`config.mk`:
```
export PLATFORM = sky130hd
export DESIGN_NAME = frg_ramp_gen
export DESIGN_NICKNAME = d
export VERILOG_FILES = /design/src/hw/frg_pkg.sv /design/src/hw/frg_ramp_gen.sv
export SDC_FILE = /design/constraint.sdc
export NUM_CORES = 1
export LEC_CHECK = 0
export ABC_AREA = 1
export BUFFER_PORTS_ARGS = -buffer_cell sky130_fd_sc_hd__buf_2
export CAP_MARGIN = 20
export CORE_MARGIN = 4
export CORE_UTILIZATION = 36
export DETAILED_ROUTE_END_ITERATION = 8
export PLACE_DENSITY_LB_ADDON = 0.08
export SLEW_MARGIN = 40
export SYNTH_ARGS = -nofsm -noshare
export SYNTH_HDL_FRONTEND = slang
export SYNTH_SLANG_ARGS = --single-unit
```
`constraint.sdc`:
```
create_clock -name clk_sys -period 6.3 [get_ports clk_sys]
set_clock_uncertainty 0.2 [all_clocks]
set_input_delay 0.945 -clock clk_sys [delete_from_list [all_inputs] [get_ports clk_sys]]
set_output_delay 0.945 -clock clk_sys [all_outputs]
set_load 0.02 [all_outputs]
```
`src/hw/frg_pkg.sv`:
```
/*
  Constants and carrier types for the frequency ramp generator.
  Assumes a 10 MHz system clock; frequencies in 0.1 Hz units.
*/
package frg_pkg;
  // ***************
  // Widths and clock
  // ***************
  localparam int FW = 16;
  localparam int TW = 16;
  localparam int AW = 24;
  localparam int CW = 24;
  localparam int NUM_SETS = 4;
  localparam int NUM_BANDS = 3;
  localparam int CLK_PERIOD_NS = 100;
  localparam int UNIT_FINE_MS = 10;
  localparam int UNIT_COARSE_MS = 100;
  localparam int TICK_FINE_CYC = UNIT_FINE_MS * 1000000 / CLK_PERIOD_NS;
  localparam int TICK_COARSE_CYC = UNIT_COARSE_MS * 1000000 / CLK_PERIOD_NS;
  // ***************
  // Values after reset
  // ***************
  localparam logic [TW-1:0] INCH_TIME_DEF_FINE = 16'h03E8;
  localparam logic [TW-1:0] INCH_TIME_DEF_COARSE = 16'h0064;
  localparam logic [TW-1:0] SCURVE_DEF_FINE = 16'h0014;
  localparam logic [TW-1:0] SCURVE_DEF_COARSE = 16'h0002;
  localparam logic [FW-1:0] INCH_FREQ_DEF = 16'h003C;
  localparam logic [FW-1:0] SWITCH_FREQ_DEF = 16'h0000;
  localparam logic [TW-1:0] AUTO_RAMP_TIME_DEF = 16'h0064;
  localparam logic [1:0] SET_FIRST = 2'h0;
  localparam logic [1:0] SET_FOURTH = 2'h3;
  // ***************
  // Types
  // ***************
  typedef enum logic [1:0] {
    ST_IDLE = 2'h0, ST_RUN = 2'h1, ST_INCH = 2'h2, ST_INCH_STOP = 2'h3
  } frg_mode_t;
  typedef enum logic [1:0] {
    ZS_WAIT = 2'h0, ZS_DC_BRAKE = 2'h1, ZS_FMIN = 2'h2
  } frg_zero_t;
  typedef enum logic [2:0] {
    AR_LINEAR = 3'h0, AR_AUTO_ACC = 3'h1, AR_AUTO_DEC = 3'h2, AR_AUTO_BOTH = 3'h3,
    AR_LINEAR_STALL = 3'h4
  } frg_auto_t;
  typedef struct packed {
    logic ramp_time_unit_select;
    frg_auto_t auto_ramp_mode;
    frg_zero_t zero_speed_mode;
    logic ramp_sel_terminal_en;
    logic canopen_control;
    logic [FW-1:0] max_output_frequency;
    logic [FW-1:0] min_frequency;
    logic [FW-1:0] inch_target_frequency;
    logic [FW-1:0] ramp_set_switch_frequency;
    logic [NUM_SETS-1:0][TW-1:0] accel_time_set;
    logic [NUM_SETS-1:0][TW-1:0] decel_time_set;
    logic [TW-1:0] scurve_accel_begin_time;
    logic [TW-1:0] scurve_accel_arrival_time;
    logic [TW-1:0] scurve_decel_begin_time;
    logic [TW-1:0] scurve_decel_arrival_time;
    logic [TW-1:0] canopen_decel_time;
    logic [TW-1:0] inch_accel_time;
    logic [TW-1:0] inch_decel_time;
    logic [NUM_BANDS-1:0][1:0][FW-1:0] skip_band_bound;
  } frg_cfg_t;
  typedef struct packed {
    logic run_cmd;
    logic inch_cmd;
    logic keypad_inch_key;
    logic [1:0] ramp_set_pins;
    logic stall_active;
  } frg_pins_t;
  typedef struct packed {
    logic [FW-1:0] out_freq;
    logic output_on;
    logic dc_brake;
    logic running;
    logic accelerating;
    logic decelerating;
    logic inch_active;
    logic [1:0] ramp_set;
  } frg_out_t;
  typedef struct packed {
    frg_mode_t mode;
    frg_pins_t meta;
    frg_pins_t sync;
    logic [FW-1:0] target;
    logic [AW-1:0] acc;
    logic [CW-1:0] tick_cnt;
    logic inch_custom;
    logic [TW-1:0] inch_accel;
    logic [TW-1:0] inch_decel;
    frg_out_t out;
  } frg_state_t;
endpackage

```
`src/hw/frg_ramp_gen.sv`:
```
/*
  Output-frequency ramp generator of a motor drive: run and inch
  control, ramp set selection, skip bands, zero-speed handling.
  Assumes configuration inputs are static or on clk_sys; pins are async.
*/
module frg_ramp_gen
  import frg_pkg::*;
#(
  parameter int TICK_FINE = TICK_FINE_CYC,
  parameter int TICK_COARSE = TICK_COARSE_CYC,
  parameter logic [TW-1:0] AUTO_RAMP_TIME = AUTO_RAMP_TIME_DEF
)
(
  input wire logic clk_sys,
  input wire logic arst_n,
  input wire logic clk_en,
  input wire frg_pins_t pins,
  input wire frg_cfg_t cfg,
  input wire logic [FW-1:0] freq_command,
  input wire logic inch_time_load,
  output frg_out_t status
);

  // ************************
  // Helpers
  // ************************
  function automatic logic [TW:0] eff_time(input logic [TW-1:0] t,
                                           input logic [TW-1:0] s1,
                                           input logic [TW-1:0] s2);
    logic [TW:0] half;
    half = ({1'b0, s1} + {1'b0, s2}) >> 1;
    if (t != '0 && t >= s1 && t >= s2)
    begin
      return {1'b0, t} + half;
    end
    return {1'b0, t};
  endfunction

  frg_state_t s_q;
  frg_state_t s_d;
  logic [FW-1:0] cmd;
  logic [NUM_BANDS-1:0] band_hit;
  logic [NUM_BANDS-1:0][FW-1:0] band_lo;
  logic inch_req;
  logic below_min;
  logic tick;
  logic up;
  logic down;
  logic auto_acc;
  logic auto_dec;
  logic [1:0] set;
  logic [FW-1:0] steady;
  logic [FW-1:0] tgt;
  logic [FW-1:0] span;
  logic [TW:0] rtime;
  logic [TW-1:0] inch_acc_t;
  logic [TW-1:0] inch_dec_t;
  logic [AW-1:0] acc_n;
  logic [FW-1:0] freq_n;
  logic [CW-1:0] tick_last;

  assign cmd = (freq_command > cfg.max_output_frequency) ? cfg.max_output_frequency
                                                         : freq_command;

  // ************************
  // Skip bands
  // ************************
  for (genvar b = 0; b < NUM_BANDS; b++)
  begin : g_band
    logic [FW-1:0] ba;
    logic [FW-1:0] bb;
    logic [FW-1:0] hi;
    assign ba = cfg.skip_band_bound[b][0];
    assign bb = cfg.skip_band_bound[b][1];
    assign band_lo[b] = (ba < bb) ? ba : bb;
    assign hi = (ba < bb) ? bb : ba;
    assign band_hit[b] = (ba != bb) && (cmd >= band_lo[b]) && (cmd <= hi);
  end

  // ************************
  // Next state
  // ************************
  always_comb
  begin
    s_d = s_q;
    s_d.meta = pins;
    s_d.sync = s_q.meta;
    inch_req = s_q.sync.inch_cmd | s_q.sync.keypad_inch_key;
    below_min = cmd < cfg.min_frequency;

    // Factory inch time follows the unit until software loads its own
    if (inch_time_load)
    begin
      s_d.inch_custom = 1'b1;
      s_d.inch_accel = cfg.inch_accel_time;
      s_d.inch_decel = cfg.inch_decel_time;
    end
    inch_acc_t = s_q.inch_custom ? s_q.inch_accel :
                 (cfg.ramp_time_unit_select ? INCH_TIME_DEF_COARSE : INCH_TIME_DEF_FINE);
    inch_dec_t = s_q.inch_custom ? s_q.inch_decel :
                 (cfg.ramp_time_unit_select ? INCH_TIME_DEF_COARSE : INCH_TIME_DEF_FINE);

    if (cfg.ramp_sel_terminal_en)
    begin
      set = s_q.sync.ramp_set_pins;
    end
    else if (cfg.ramp_set_switch_frequency != '0 &&
             s_q.out.out_freq >= cfg.ramp_set_switch_frequency)
    begin
      set = SET_FOURTH;
    end
    else
    begin
      set = SET_FIRST;
    end
    s_d.out.ramp_set = set;

    case (s_q.mode)
      ST_IDLE:
      begin
        if (s_q.sync.run_cmd && !inch_req)
        begin
          s_d.mode = ST_RUN;
        end
        else if (inch_req && !s_q.sync.run_cmd && s_q.out.out_freq == '0)
        begin
          s_d.mode = ST_INCH;
        end
      end
      ST_RUN:
      begin
        if (!s_q.sync.run_cmd)
        begin
          s_d.mode = ST_IDLE;
        end
      end
      ST_INCH:
      begin
        // Run command is not looked at here
        if (!inch_req)
        begin
          s_d.mode = ST_INCH_STOP;
        end
      end
      ST_INCH_STOP:
      begin
        if (s_q.out.out_freq == '0)
        begin
          s_d.mode = ST_IDLE;
        end
      end
      default:
      begin
        s_d.mode = ST_IDLE;
      end
    endcase

    steady = cmd;
    for (int i = NUM_BANDS - 1; i >= 0; i--)
    begin
      if (band_hit[i])
      begin
        steady = band_lo[i];
      end
    end

    case (s_q.mode)
      ST_RUN:
      begin
        if (below_min)
        begin
          tgt = (cfg.zero_speed_mode == ZS_FMIN) ? cfg.min_frequency : '0;
        end
        else
        begin
          tgt = steady;
        end
      end
      ST_INCH:
      begin
        tgt = cfg.inch_target_frequency;
      end
      default:
      begin
        tgt = '0;
      end
    endcase
    s_d.target = tgt;

    up = tgt > s_q.out.out_freq;
    down = tgt < s_q.out.out_freq;
    auto_acc = cfg.auto_ramp_mode == AR_AUTO_ACC || cfg.auto_ramp_mode == AR_AUTO_BOTH;
    auto_dec = cfg.auto_ramp_mode == AR_AUTO_DEC || cfg.auto_ramp_mode == AR_AUTO_BOTH;

    if (s_q.mode == ST_INCH || s_q.mode == ST_INCH_STOP)
    begin
      span = cfg.inch_target_frequency;
      rtime = up ? {1'b0, inch_acc_t} : {1'b0, inch_dec_t};
    end
    else if (up)
    begin
      span = cfg.max_output_frequency;
      rtime = auto_acc ? {1'b0, AUTO_RAMP_TIME} :
              eff_time(cfg.accel_time_set[set], cfg.scurve_accel_begin_time,
                       cfg.scurve_accel_arrival_time);
    end
    else
    begin
      span = cfg.max_output_frequency;
      if (auto_dec)
      begin
        rtime = {1'b0, AUTO_RAMP_TIME};
      end
      else if (cfg.canopen_control)
      begin
        rtime = {1'b0, cfg.canopen_decel_time};
      end
      else
      begin
        rtime = eff_time(cfg.decel_time_set[set], cfg.scurve_decel_begin_time,
                         cfg.scurve_decel_arrival_time);
      end
    end

    // Tick length carries the time unit, so time fields need no scaling
    tick_last = cfg.ramp_time_unit_select ? CW'(TICK_COARSE - 1) : CW'(TICK_FINE - 1);
    tick = s_q.tick_cnt >= tick_last;
    s_d.tick_cnt = tick ? '0 : s_q.tick_cnt + 1'b1;

    // Span-per-time accumulator; a held add stretches the ramp
    freq_n = s_q.out.out_freq;
    acc_n = s_q.acc;
    if (!up && !down)
    begin
      acc_n = '0;
    end
    else
    begin
      if (tick && !s_q.sync.stall_active)
      begin
        acc_n = acc_n + AW'(span);
      end
      if (acc_n >= AW'(rtime))
      begin
        acc_n = acc_n - AW'(rtime);
        freq_n = up ? s_q.out.out_freq + 1'b1 : s_q.out.out_freq - 1'b1;
      end
    end
    s_d.acc = acc_n;

    s_d.out.out_freq = freq_n;
    s_d.out.accelerating = up;
    s_d.out.decelerating = down;
    s_d.out.running = freq_n != '0;
    s_d.out.inch_active = s_q.mode == ST_INCH || s_q.mode == ST_INCH_STOP;
    s_d.out.dc_brake = s_q.mode == ST_RUN && below_min &&
                       cfg.zero_speed_mode == ZS_DC_BRAKE && freq_n == '0;
    s_d.out.output_on = freq_n != '0 || s_d.out.dc_brake;
  end

  always_ff @(posedge clk_sys or negedge arst_n)
  begin
    if (!arst_n)
    begin
      s_q <= '0;
    end
    else if (clk_en)
    begin
      s_q <= s_d;
    end
  end

  assign status = s_q.out;
endmodule // frg_ramp_gen

```
==> results of run 1 <==
## metal layers
metal	vias up	wire [um]	part of all wire, %
met2	716	44200	46
met5	-	76	0.079
li1	14600	-	-
met3	102	4730	4.9
met4	10	1800	1.9
met1	13100	45500	47
## power groups by stage
stage | Combinational (mW) | Clock, mW | Sequential, mW
final | 14.9 | 1.03 | 1.17
after global routing | 16.4 | 1.09 | 1.19
after CTS | 13.7 | 1.05 | 1.17
after detailed placement | 12.5 | 0 | 1.18
after global placement | 12.5 | 0 | 1.18
after floorplan | 7.40 | 0 | 1.15
## timing repair
item / 4_1_cts / 5_1_grt
hold buffers: 0 / 0
buffers inserted: 68 / 29
pin swaps: 68 / 68
resized for setup: 343 / 112
endpoints found under the setup margin: 44 / 44
cloned: 13 / 3
## final timing paths
kind | start | to | slack (ns) | depth (start not counted)
max reg2reg | status[8] | status[5] | -0.71 | 54
min reg2reg | s_d[122] | s_d[122] | 0.27 | 2
min | arst_n | s_q[72] | 0.22 | 1
max in group asynchronous | arst_n | s_q[52] | 4.64 | 2
max | freq_command[15] | status[5] | -2.53 | 58
min in group clk_sys | s_d[122] | s_d[122] | 0.27 | 2
## registers in the layout, indices dropped and copies added (netlist names)
signal / count
s_q: 89
s_d: 6
status: 24
## cell usage in the layout (no fill, tap or decap), types with 36 or more instances in the layout
cell type  Yosys  routed
ha_1         393     347
nor2_1       293     270
o21ai_2        1      36
nand3_1      235     211
o21ai_0      290     183
dfrtp_1      119     119
nand4_1       47      47
ha_4           0      45
buf_2         13     445
a21oi_1      344     292
o21ai_1        7      72
inv_1        494     469
nor3_1        50      37
buf_6          7      56
nand2_1      944     905
nand2_2       14      46
xor2_1        66      66
a21oi_2        0      46
buf_4         33     716
## worst max-delay path: cells and delay by family
kind	cells	cell delay, ns
AOI/OAI and AO/OA	18	2.64
adders and majority gates	4	1.01
buffers and inverters	10	1.42
and+or+nand+nor	26	2.88
## layout make-up
| cell class | instances | area [um^2] |
|---|---|---|
| clock inverter | 15 | 181 |
| inverter | 504 | 1930 |
| timing repair inverter | 2 | 11.3 |
| antenna | 6 | 15.0 |
| sequential | 119 | 2980 |
| fill | 6473 | 28400 |
| tap | 846 | 1060 |
| timing repair buffer | 1262 | 9190 |
| clock buffer | 17 | 425 |
| multi-input combinational | 2939 | 18900 |
## kinds of logic (layout without fill, tap and decap cells)
| kind of cell | Yosys count | after routing | share of synthesized area, % |
|---|---|---|---|
| AO/OA/AOI/OAI | 752 | 752 | 17.7 |
| XOR/XNOR | 99 | 99 | 3.78 |
| adder cells (fa/ha/maj) | 400 | 400 | 22.1 |
| buffers and inverters | 641 | 1800 | 11.3 |
| flip-flops | 119 | 119 | 13.0 |
| multiplexers | 32 | 32 | 1.57 |
| other | 0 | 6 | 0 |
| AND/OR/NAND/NOR | 1655 | 1656 | 30.6 |
## through the flow
step / hold WS, ns / instance area [um^2]
finish: 0.216 / 34700
CTS: 0.224 / 34100
global route: 0.237 / 34700
floorplan: 0.242 / 23300
global placement: 0.255 / 31300
detailed placement: 0.263 / 31300
==> results.json, run 1 <==
{
  "routed_via_density": 4.99,
  "drv_slew": 0,
  "rsz0062_at_grt": "true",
  "grt_use_met3_pct": 2.83,
  "hold_violations": 0,
  "p_per_area_nw_per_um2": 492,
  "dieArea_um2": 67800,
  "clkPwrFrac_pct": 6.0,
  "drc_errors": 0,
  "syn_nets": 4532,
  "synth_ff_type": "dfrtp_1",
  "final.setup.worst_slack_ns": -2.53,
  "synthCells": 3698,
  "grt_max_degree": 75,
  "track_usage_pct": 27.1,
  "peakVddDrop_uv": 346,
  "routed_wl_mm": 96.3,
  "dp_hpwl_mm": 80.2,
  "tightestPinTransition_ns": 0.689,
  "clk_latency_ns": 0.45,
  "slew_headroom_pct": 54.1,
  "root_buffer": "clkbuf_16",
  "cts_buffers": 17,
  "synth_top_area_cell": "ha_1",
  "synth-edff-count": 0,
  "power.share.sequential_pct": 6.8,
  "required_ns": 6.43,
  "grt-busiest-layer": "met2",
  "synth_common_cells": "nand2_1 (944), inv_1 (494), ha_1 (393), a21oi_1 (344), nor2_1 (293)",
  "nets": 5679,
  "synth_cell_types": 54,
  "cts_buffer_depth": 2,
  "drtIter0Drc": 1873,
  "place_worst_setup_slack_ns": -3.25,
  "slowest_stage": "nand4_1",
  "first_pass_iters": 5,
  "ioPinCount": 458,
  "met1_usage_pct": 38.9,
  "swShare_pct": 49.4,
  "die_w_um": 260,
  "power.total_mw": 17.1,
  "grt_pass1_vias": 26600,
  "switchingPower_mw": 8.44,
  "slowest_delay_ns": 0.28,
  "synth_top_area_share_pct": 21.5,
  "ctsHtreeMaxLevel": 4,
  "violations": "negative setup slack",
  "ys_seq_elements": 119,
  "cap_violations": 0,
  "drive_above_1_share_pct": 34.1,
  "power.internal_mw": 8.64,
  "combPwrFrac_pct": 87.1,
  "gp_congestion": 0.971,
  "placedCellCount": 5565,
  "clk_pin_slew_worst_paths_ns": 0.06,
  "ys_seq_area_share_pct": 13.0,
  "grt_pass1_wl_mm": 146,
  "coreArea_um2": 63100,
  "cts_sinks": 119,
  "cp-start-kind": "input pin",
  "max_freq_mhz": 113,
  "criticalPathCategory": "input pin to flip-flop",
  "postRouteAntennaNets": 0,
  "final_cell_count_no_fill": 5710,
  "status": "finished with violations",
  "via_count": 28500,
  "synth.most_common_cell": "nand2_1",
  "syn_to_final_growth_pct": 51.5,
  "post-route-util_pct": 55.1,
  "period_minus_slack_ns": 8.83,
  "antenna_found_initial": 11,
  "synthesis.area_um2": 22900,
  "cts_tree": "done",
  "async_flop_share_pct": 100,
  "use_met2_pct": 44.3,
  "end_kind": "flip-flop",
  "setup_tns_ns": -99.72,
  "hp-class": "input pin to asynchronous set/reset pin",
  "ys.warnings.count": 0,
  "period_share_pct": 140,
  "finalSetupViolations": 44,
  "wl_per_cell_um": 16.9,
  "leakagePower_nw": 18.8,
  "port_buffers": 457,
  "yosys-top-cells-area": "ha_1 (21%), nand2_1 (15%), dfrtp_1 (13%), inv_1 (8.1%), a21oi_1 (7.5%)",
  "cp.arrival_ns": 8.96,
  "die-height_um": 260,
  "avgSynthCellArea_um2": 6.20,
  "cpMostUsedCell": "nand2_1",
  "grt_overflow": 0,
  "placementRows": 92,
  "initial_core_util_pct": 36.3,
  "cp_max_fo": 7
}
Note: power is estimated with default switching activity, not from simulation.
==> inputs of run 2 (changes only) <==
--- a/config.mk
+++ b/config.mk
@@ -5,11 +5,10 @@
 export SDC_FILE = /design/constraint.sdc
 export NUM_CORES = 1
 export LEC_CHECK = 0
-export ABC_AREA = 1
 export BUFFER_PORTS_ARGS = -buffer_cell sky130_fd_sc_hd__buf_2
 export CAP_MARGIN = 20
 export CORE_MARGIN = 4
-export CORE_UTILIZATION = 36
+export CORE_UTILIZATION = 35
 export DETAILED_ROUTE_END_ITERATION = 8
 export PLACE_DENSITY_LB_ADDON = 0.08
 export SLEW_MARGIN = 40
==> results.json, run 2 <==
{
  "max_freq_mhz": 99.1,
  "criticalPathCategory": "input pin to flip-flop",
  "final_area_um2": 33200,
  "cap_violations": 0,
  "period_share_pct": 160,
  "period_minus_slack_ns": 10.09,
  "first_pass_iters": 5,
  "endpoint": "s_q[94]",
  "postRouteAntennaNets": 0,
  "synth_top_area_cell": "ha_1",
  "tightestPinTransition_ns": 0.795,
  "synthesis.area_um2": 21600,
  "synth_ff_type": "dfrtp_1",
  "dpl-instance-area_um2": 30900,
  "synthCells": 2706,
  "grt_max_degree": 62,
  "coreArea_um2": 60700,
  "die-height_um": 256,
  "drtIter0Drc": 1397,
  "drv_slew": 0,
  "grt_overflow": 0,
  "synth_common_cells": "ha_1 (393), inv_1 (276), a21oi_1 (209), nor2_1 (175), nand2_1 (163)",
  "cp_max_fo": 7,
  "power.total_mw": 13.4,
  "cts_hold_buf": 0,
  "rrSetupSlack_ns": -2.34,
  "post-route-util_pct": 54.8,
  "finalSetupViolations": 45,
  "nets": 4780,
  "routed_via_density": 5.27,
  "syn_nets": 3540,
  "ioPinCount": 458,
  "clk_pin_slew_worst_paths_ns": 0.06,
  "dp_hpwl_mm": 80.2,
  "hold_violations": 0,
  "async_flop_share_pct": 100,
  "gp_congestion": 0.951,
  "max_flop_register": "s_q",
  "cts_sinks": 119,
  "wl_per_cell_um": 19.8,
  "slowest_delay_ns": 0.53,
  "port_buffers": 457,
  "largest_register_ffs": 89,
  "leakagePower_nw": 17.4,
  "final_cell_mix": "buf_4 (812), buf_2 (429), ha_1 (363), inv_1 (253), a21oi_1 (187)",
  "slowest_stage": "or4_4",
  "peakVddDrop_uv": 221,
  "cp.arrival_ns": 10.27,
  "place_worst_setup_slack_ns": -4.63,
  "crit_start": "cfg[388]",
  "violations": "negative setup slack",
  "syn_to_final_growth_pct": 54.1,
  "cts_buffers": 17,
  "final.setup.worst_slack_ns": -3.79,
  "drc_errors": 0,
  "final_common_cell": "buf_4",
  "synth_cell_types": 87,
  "track_usage_pct": 27.2,
  "die_w_um": 256,
  "antenna_found_initial": 5,
  "status": "finished with violations",
  "routed_wl_mm": 93.7,
  "synth-edff-count": 0,
  "p_per_area_nw_per_um2": 404,
  "end_kind": "flip-flop",
  "grt_pass1_wl_mm": 144,
  "crit_buf_inv": 12,
  "ctsHtreeMaxLevel": 4,
  "yosys-top-cells-area": "ha_1 (23%), dfrtp_1 (14%), mux2i_1 (6.5%), mux2_2 (6.0%), a21oi_1 (4.8%)",
  "synth.most_common_cell": "ha_1",
  "placedCellCount": 4650,
  "avgSynthCellArea_um2": 7.97,
  "synth_top_area_share_pct": 22.8,
  "ys_seq_elements": 119,
  "ys_seq_area_share_pct": 13.8,
  "slew_headroom_pct": 45.6,
  "cts_buffer_depth": 2,
  "dieArea_um2": 65700,
  "cp-start-kind": "input pin",
  "cts_tree": "done",
  "final_cell_count_no_fill": 4744,
  "drive_above_1_share_pct": 42.9,
  "hp-class": "input pin to asynchronous set/reset pin",
  "crit_cells": 46,
  "via_count": 25000,
  "rsz0062_at_grt": "true",
  "root_buffer": "clkbuf_16",
  "reg2reg_to": "s_q[94]",
  "grt_pass1_vias": 26100,
  "rr_worst_depth": 35,
  "worstReg2RegStart": "status[10]",
  "initial_core_util_pct": 35.5,
  "placementRows": 90,
  "required_ns": 6.49,
  "clk_latency_ns": 0.46,
  "path_delay_family": "simple AND/OR/NAND/NOR gates",
  "ys.warnings.count": 0
}
run 2: cell types whose count changed in the layout (fill, tap and decap cells not counted), sizes merged, moves of 36 or more:
cell and delta:
nand3 -175, nand2b +36, mux2 +83, xnor2 +42
inv -230, a21o +64, o21ai -156, nor2 -123
nand2 -800, mux2i +140, a21oi -133, buf +68
run 2: how the worst min path moves through the flow:
stage | start | to | slack [ns] | cells after the start
global placement | s_q[57] | s_q[57] | 0.28 | 1
floorplan | status[7] | status[7] | 0.27 | 2
global route | arst_n | status[5] | 0.31 | 1
detailed placement | s_d[126] | s_d[126] | 0.29 | 1
finish | arst_n | status[6] | 0.24 | 1
CTS | arst_n | status[6] | 0.29 | 1
run 2: logic make-up after synthesis:
group / Yosys count / synth area share (%)
adders and majority gates: 400 / 23.4
DFF: 119 / 13.8
AOI/OAI and AO/OA: 730 / 22.1
and+or+nand+nor: 696 / 16.1
xor gates and xnor gates: 119 / 4.87
buffers and inverters: 387 / 7.22
muxes: 255 / 12.5
run 2: layout make-up:
| cell class | count | area (um^2) |
|---|---|---|
| Tap cell | 782 | 978 |
| Clock buffer | 19 | 443 |
| Clock inverter | 13 | 136 |
| Multi-Input combinational cell | 2204 | 18200 |
| Timing Repair Buffer | 1327 | 9460 |
| Inverter | 277 | 1060 |
| Fill cell | 5750 | 27400 |
| Sequential cell | 119 | 2980 |
| Antenna cell | 3 | 7.51 |
run 2: per-layer routing:
layer	vias up	wire [um]	GRT usage, %
li1	12400	-	-
met1	11900	39100	32.5
met2	569	48400	51.4
met3	140	3190	2.39
met4	2	3000	8.52
met5	-	13	0
run 2: what timing repair did:
action / 4_1_cts / 5_1_grt
hold endpoints to repair: 0 / 0
resized for setup: 191 / 122
pin swaps: 80 / 64
setup buffers: 34 / 20
endpoints found under the setup margin: 45 / 45
cloned: 6 / 2
run 2: worst register-to-register path: cells and delay by family, from the launching register on:
family / cells / cell delay [ns]
AOI/OAI and AO/OA: 15 / 3.32
and+or+nand+nor: 8 / 1.98
buffers and inverters: 7 / 1.27
adders and majority gates: 3 / 0.89
muxes: 2 / 0.54
DFF: 1 / 0.38
run 2: through the flow:
step | hold slack [ns] | setup TNS, ns
final | 0.244 | -161.42
after global routing | 0.310 | -181.36
after CTS | 0.288 | -162.63
after detailed placement | 0.290 | -197.78
after global placement | 0.283 | -189.43
after floorplan | 0.270 | -150.64
run 2: power breakdown:
group	total, mW	internal (mW)	switching [mW]
combinational	11.3	5.73	5.54
sequential	1.17	0.986	0.188
clock	0.991	0.565	0.426
==> inputs of run 3 (changes only) <==
--- a/config.mk
+++ b/config.mk
@@ -11,6 +11,7 @@
 export CORE_UTILIZATION = 35
 export DETAILED_ROUTE_END_ITERATION = 8
 export PLACE_DENSITY_LB_ADDON = 0.08
+export RECOVER_POWER = 25
 export SLEW_MARGIN = 40
 export SYNTH_ARGS = -nofsm -noshare
 export SYNTH_HDL_FRONTEND = slang
==> results.json, run 3 (synthesis results as in run 2) <==
{
  "final_cell_count_no_fill": 4744,
  "period_minus_slack_ns": 10.08,
  "wl_per_cell_um": 19.8,
  "dp_hpwl_mm": 80.2,
  "leakagePower_nw": 17.4,
  "required_ns": 6.48,
  "cts_buffer_depth": 2,
  "hold_violations": 0,
  "routed_via_density": 5.29,
  "cp.arrival_ns": 10.26,
  "p_per_area_nw_per_um2": 404,
  "ioPinCount": 458,
  "initial_core_util_pct": 35.5,
  "clk_latency_ns": 0.46,
  "end_kind": "flip-flop",
  "grt_pass1_vias": 26100,
  "postRouteAntennaNets": 0,
  "antenna_found_initial": 5,
  "max_freq_mhz": 99.2,
  "wl_met3_mm": 3.21,
  "cap_violations": 1,
  "violations": "max-capacitance violations, max-slew violations, negative setup slack",
  "tightestPinTransition_ns": 3.49,
  "peakVddDrop_uv": 221,
  "drv_slew": 60,
  "root_buffer": "clkbuf_16",
  "grt_max_degree": 62,
  "max_flop_register": "s_q",
  "holdWs_ns": 0.303,
  "largest_register_ffs": 89,
  "coreArea_um2": 60700,
  "met1_length_mm": 39.1,
  "placedCellCount": 4650,
  "dieArea_um2": 65700,
  "grt_pass1_wl_mm": 144,
  "final_cell_mix": "buf_4 (812), buf_2 (429), ha_1 (363), inv_1 (253), a21oi_1 (187)",
  "routed_wl_mm": 93.8,
  "rsz0062_at_grt": "true",
  "clk_pin_slew_worst_paths_ns": 0.06,
  "cp-start-kind": "input pin",
  "slew_headroom_pct": -133,
  "cts_sinks": 119,
  "criticalPathCategory": "input pin to flip-flop",
  "top_layer_used": "met5",
  "status": "finished with violations",
  "final.setup.worst_slack_ns": -3.78,
  "gp_congestion": 0.951,
  "wl_met2_mm": 48.5,
  "ctsHtreeMaxLevel": 4,
  "nets": 4780,
  "grt_overflow": 0,
  "hp-class": "flip-flop to flip-flop",
  "placementRows": 90,
  "cts_tree": "done",
  "die-height_um": 256,
  "final_common_cell": "buf_4",
  "cp_max_fo": 8,
  "finalSetupViolations": 45,
  "via_count": 25100,
  "die_w_um": 256,
  "first_pass_iters": 5,
  "period_share_pct": 160,
  "cts_buffers": 17,
  "syn_to_final_growth_pct": 54.1,
  "port_buffers": 457,
  "drc_errors": 0,
  "slowest_delay_ns": 0.53,
  "track_usage_pct": 27.2,
  "drtIter0Drc": 1368,
  "slowest_stage": "or4_4",
  "drive_above_1_share_pct": 42.8
}
[run 3: cell types whose count changed in the layout (fill, tap and decap cells not counted)]
cell	change
buf_6	-1
clkbuf_1	+1
[run 3: where the power goes]
group	internal, mW	leakage (nW)	total [mW]	switching [mW]
registers	0.986	1.44	1.18	0.189
logic	5.73	15.6	11.3	5.55
clock network	0.565	0.282	0.990	0.425
[run 3: metrics by stage]
step	setup WS [ns]	instance area [um^2]	util, %	power, mW	TNS (ns)
2_1_floorplan	-3.70	22000	-	7.04	-150.64
3_3_place_gp	-4.44	30900	50.8	11.4	-189.43
3_5_place_dp	-4.63	30900	50.9	11.6	-197.78
4_1_cts	-3.81	32500	53.6	13.1	-162.63
5_1_grt	-4.25	33200	54.8	14.5	-181.36
6_report	-3.78	33200	54.8	13.4	-160.97
[run 3: area by class of cell]
| class | count | area [um^2] |
|---|---|---|
| antenna | 3 | 7.51 |
| tap | 782 | 978 |
| fill | 5752 | 27500 |
| inverter | 277 | 1060 |
| clock buffer | 19 | 443 |
| sequential | 119 | 2980 |
| multi-input combinational | 2204 | 18200 |
| timing repair buffer | 1327 | 9450 |
| clock inverter | 13 | 136 |
[run 3: metal layers]
layer | vias up | track usage, %
met2 | 587 | 51.4
met5 | - | 0
met1 | 12000 | 32.5
met4 | 2 | 8.52
met3 | 134 | 2.39
li1 | 12400 | -
[run 3: repair_timing]
item / CTS / global route
hold buffers: 0 / 0
pin swaps: 80 / 64
endpoints found under the setup margin: 45 / 45
cloned: 6 / 2
resized for setup: 191 / 122
hold endpoints to repair: 0 / 0
setup buffers: 34 / 20
[run 3: path summary, 6_finish.rpt]
path	start	to	slack [ns]	depth (start not counted)
min in group asynchronous	arst_n	status[6]	1.47	1
setup reg to reg	status[10]	s_q[94]	-2.35	35
hold / removal	s_d[126]	s_d[126]	0.30	1
setup / recovery	cfg[17]	s_q[94]	-3.78	50
hold reg to reg	s_d[126]	s_d[126]	0.30	1
max in group asynchronous	arst_n	status[11]	2.43	1
[run 3: critical path, delay by kind of cell]
kind                     cells  cell delay, ns
AO/OA/AOI/OAI               15            2.85
adder cells (fa/ha/maj)      4            1.09
buffers and inverters       13            1.80
multiplexers                 3            0.58
AND/OR/NAND/NOR             15            2.95
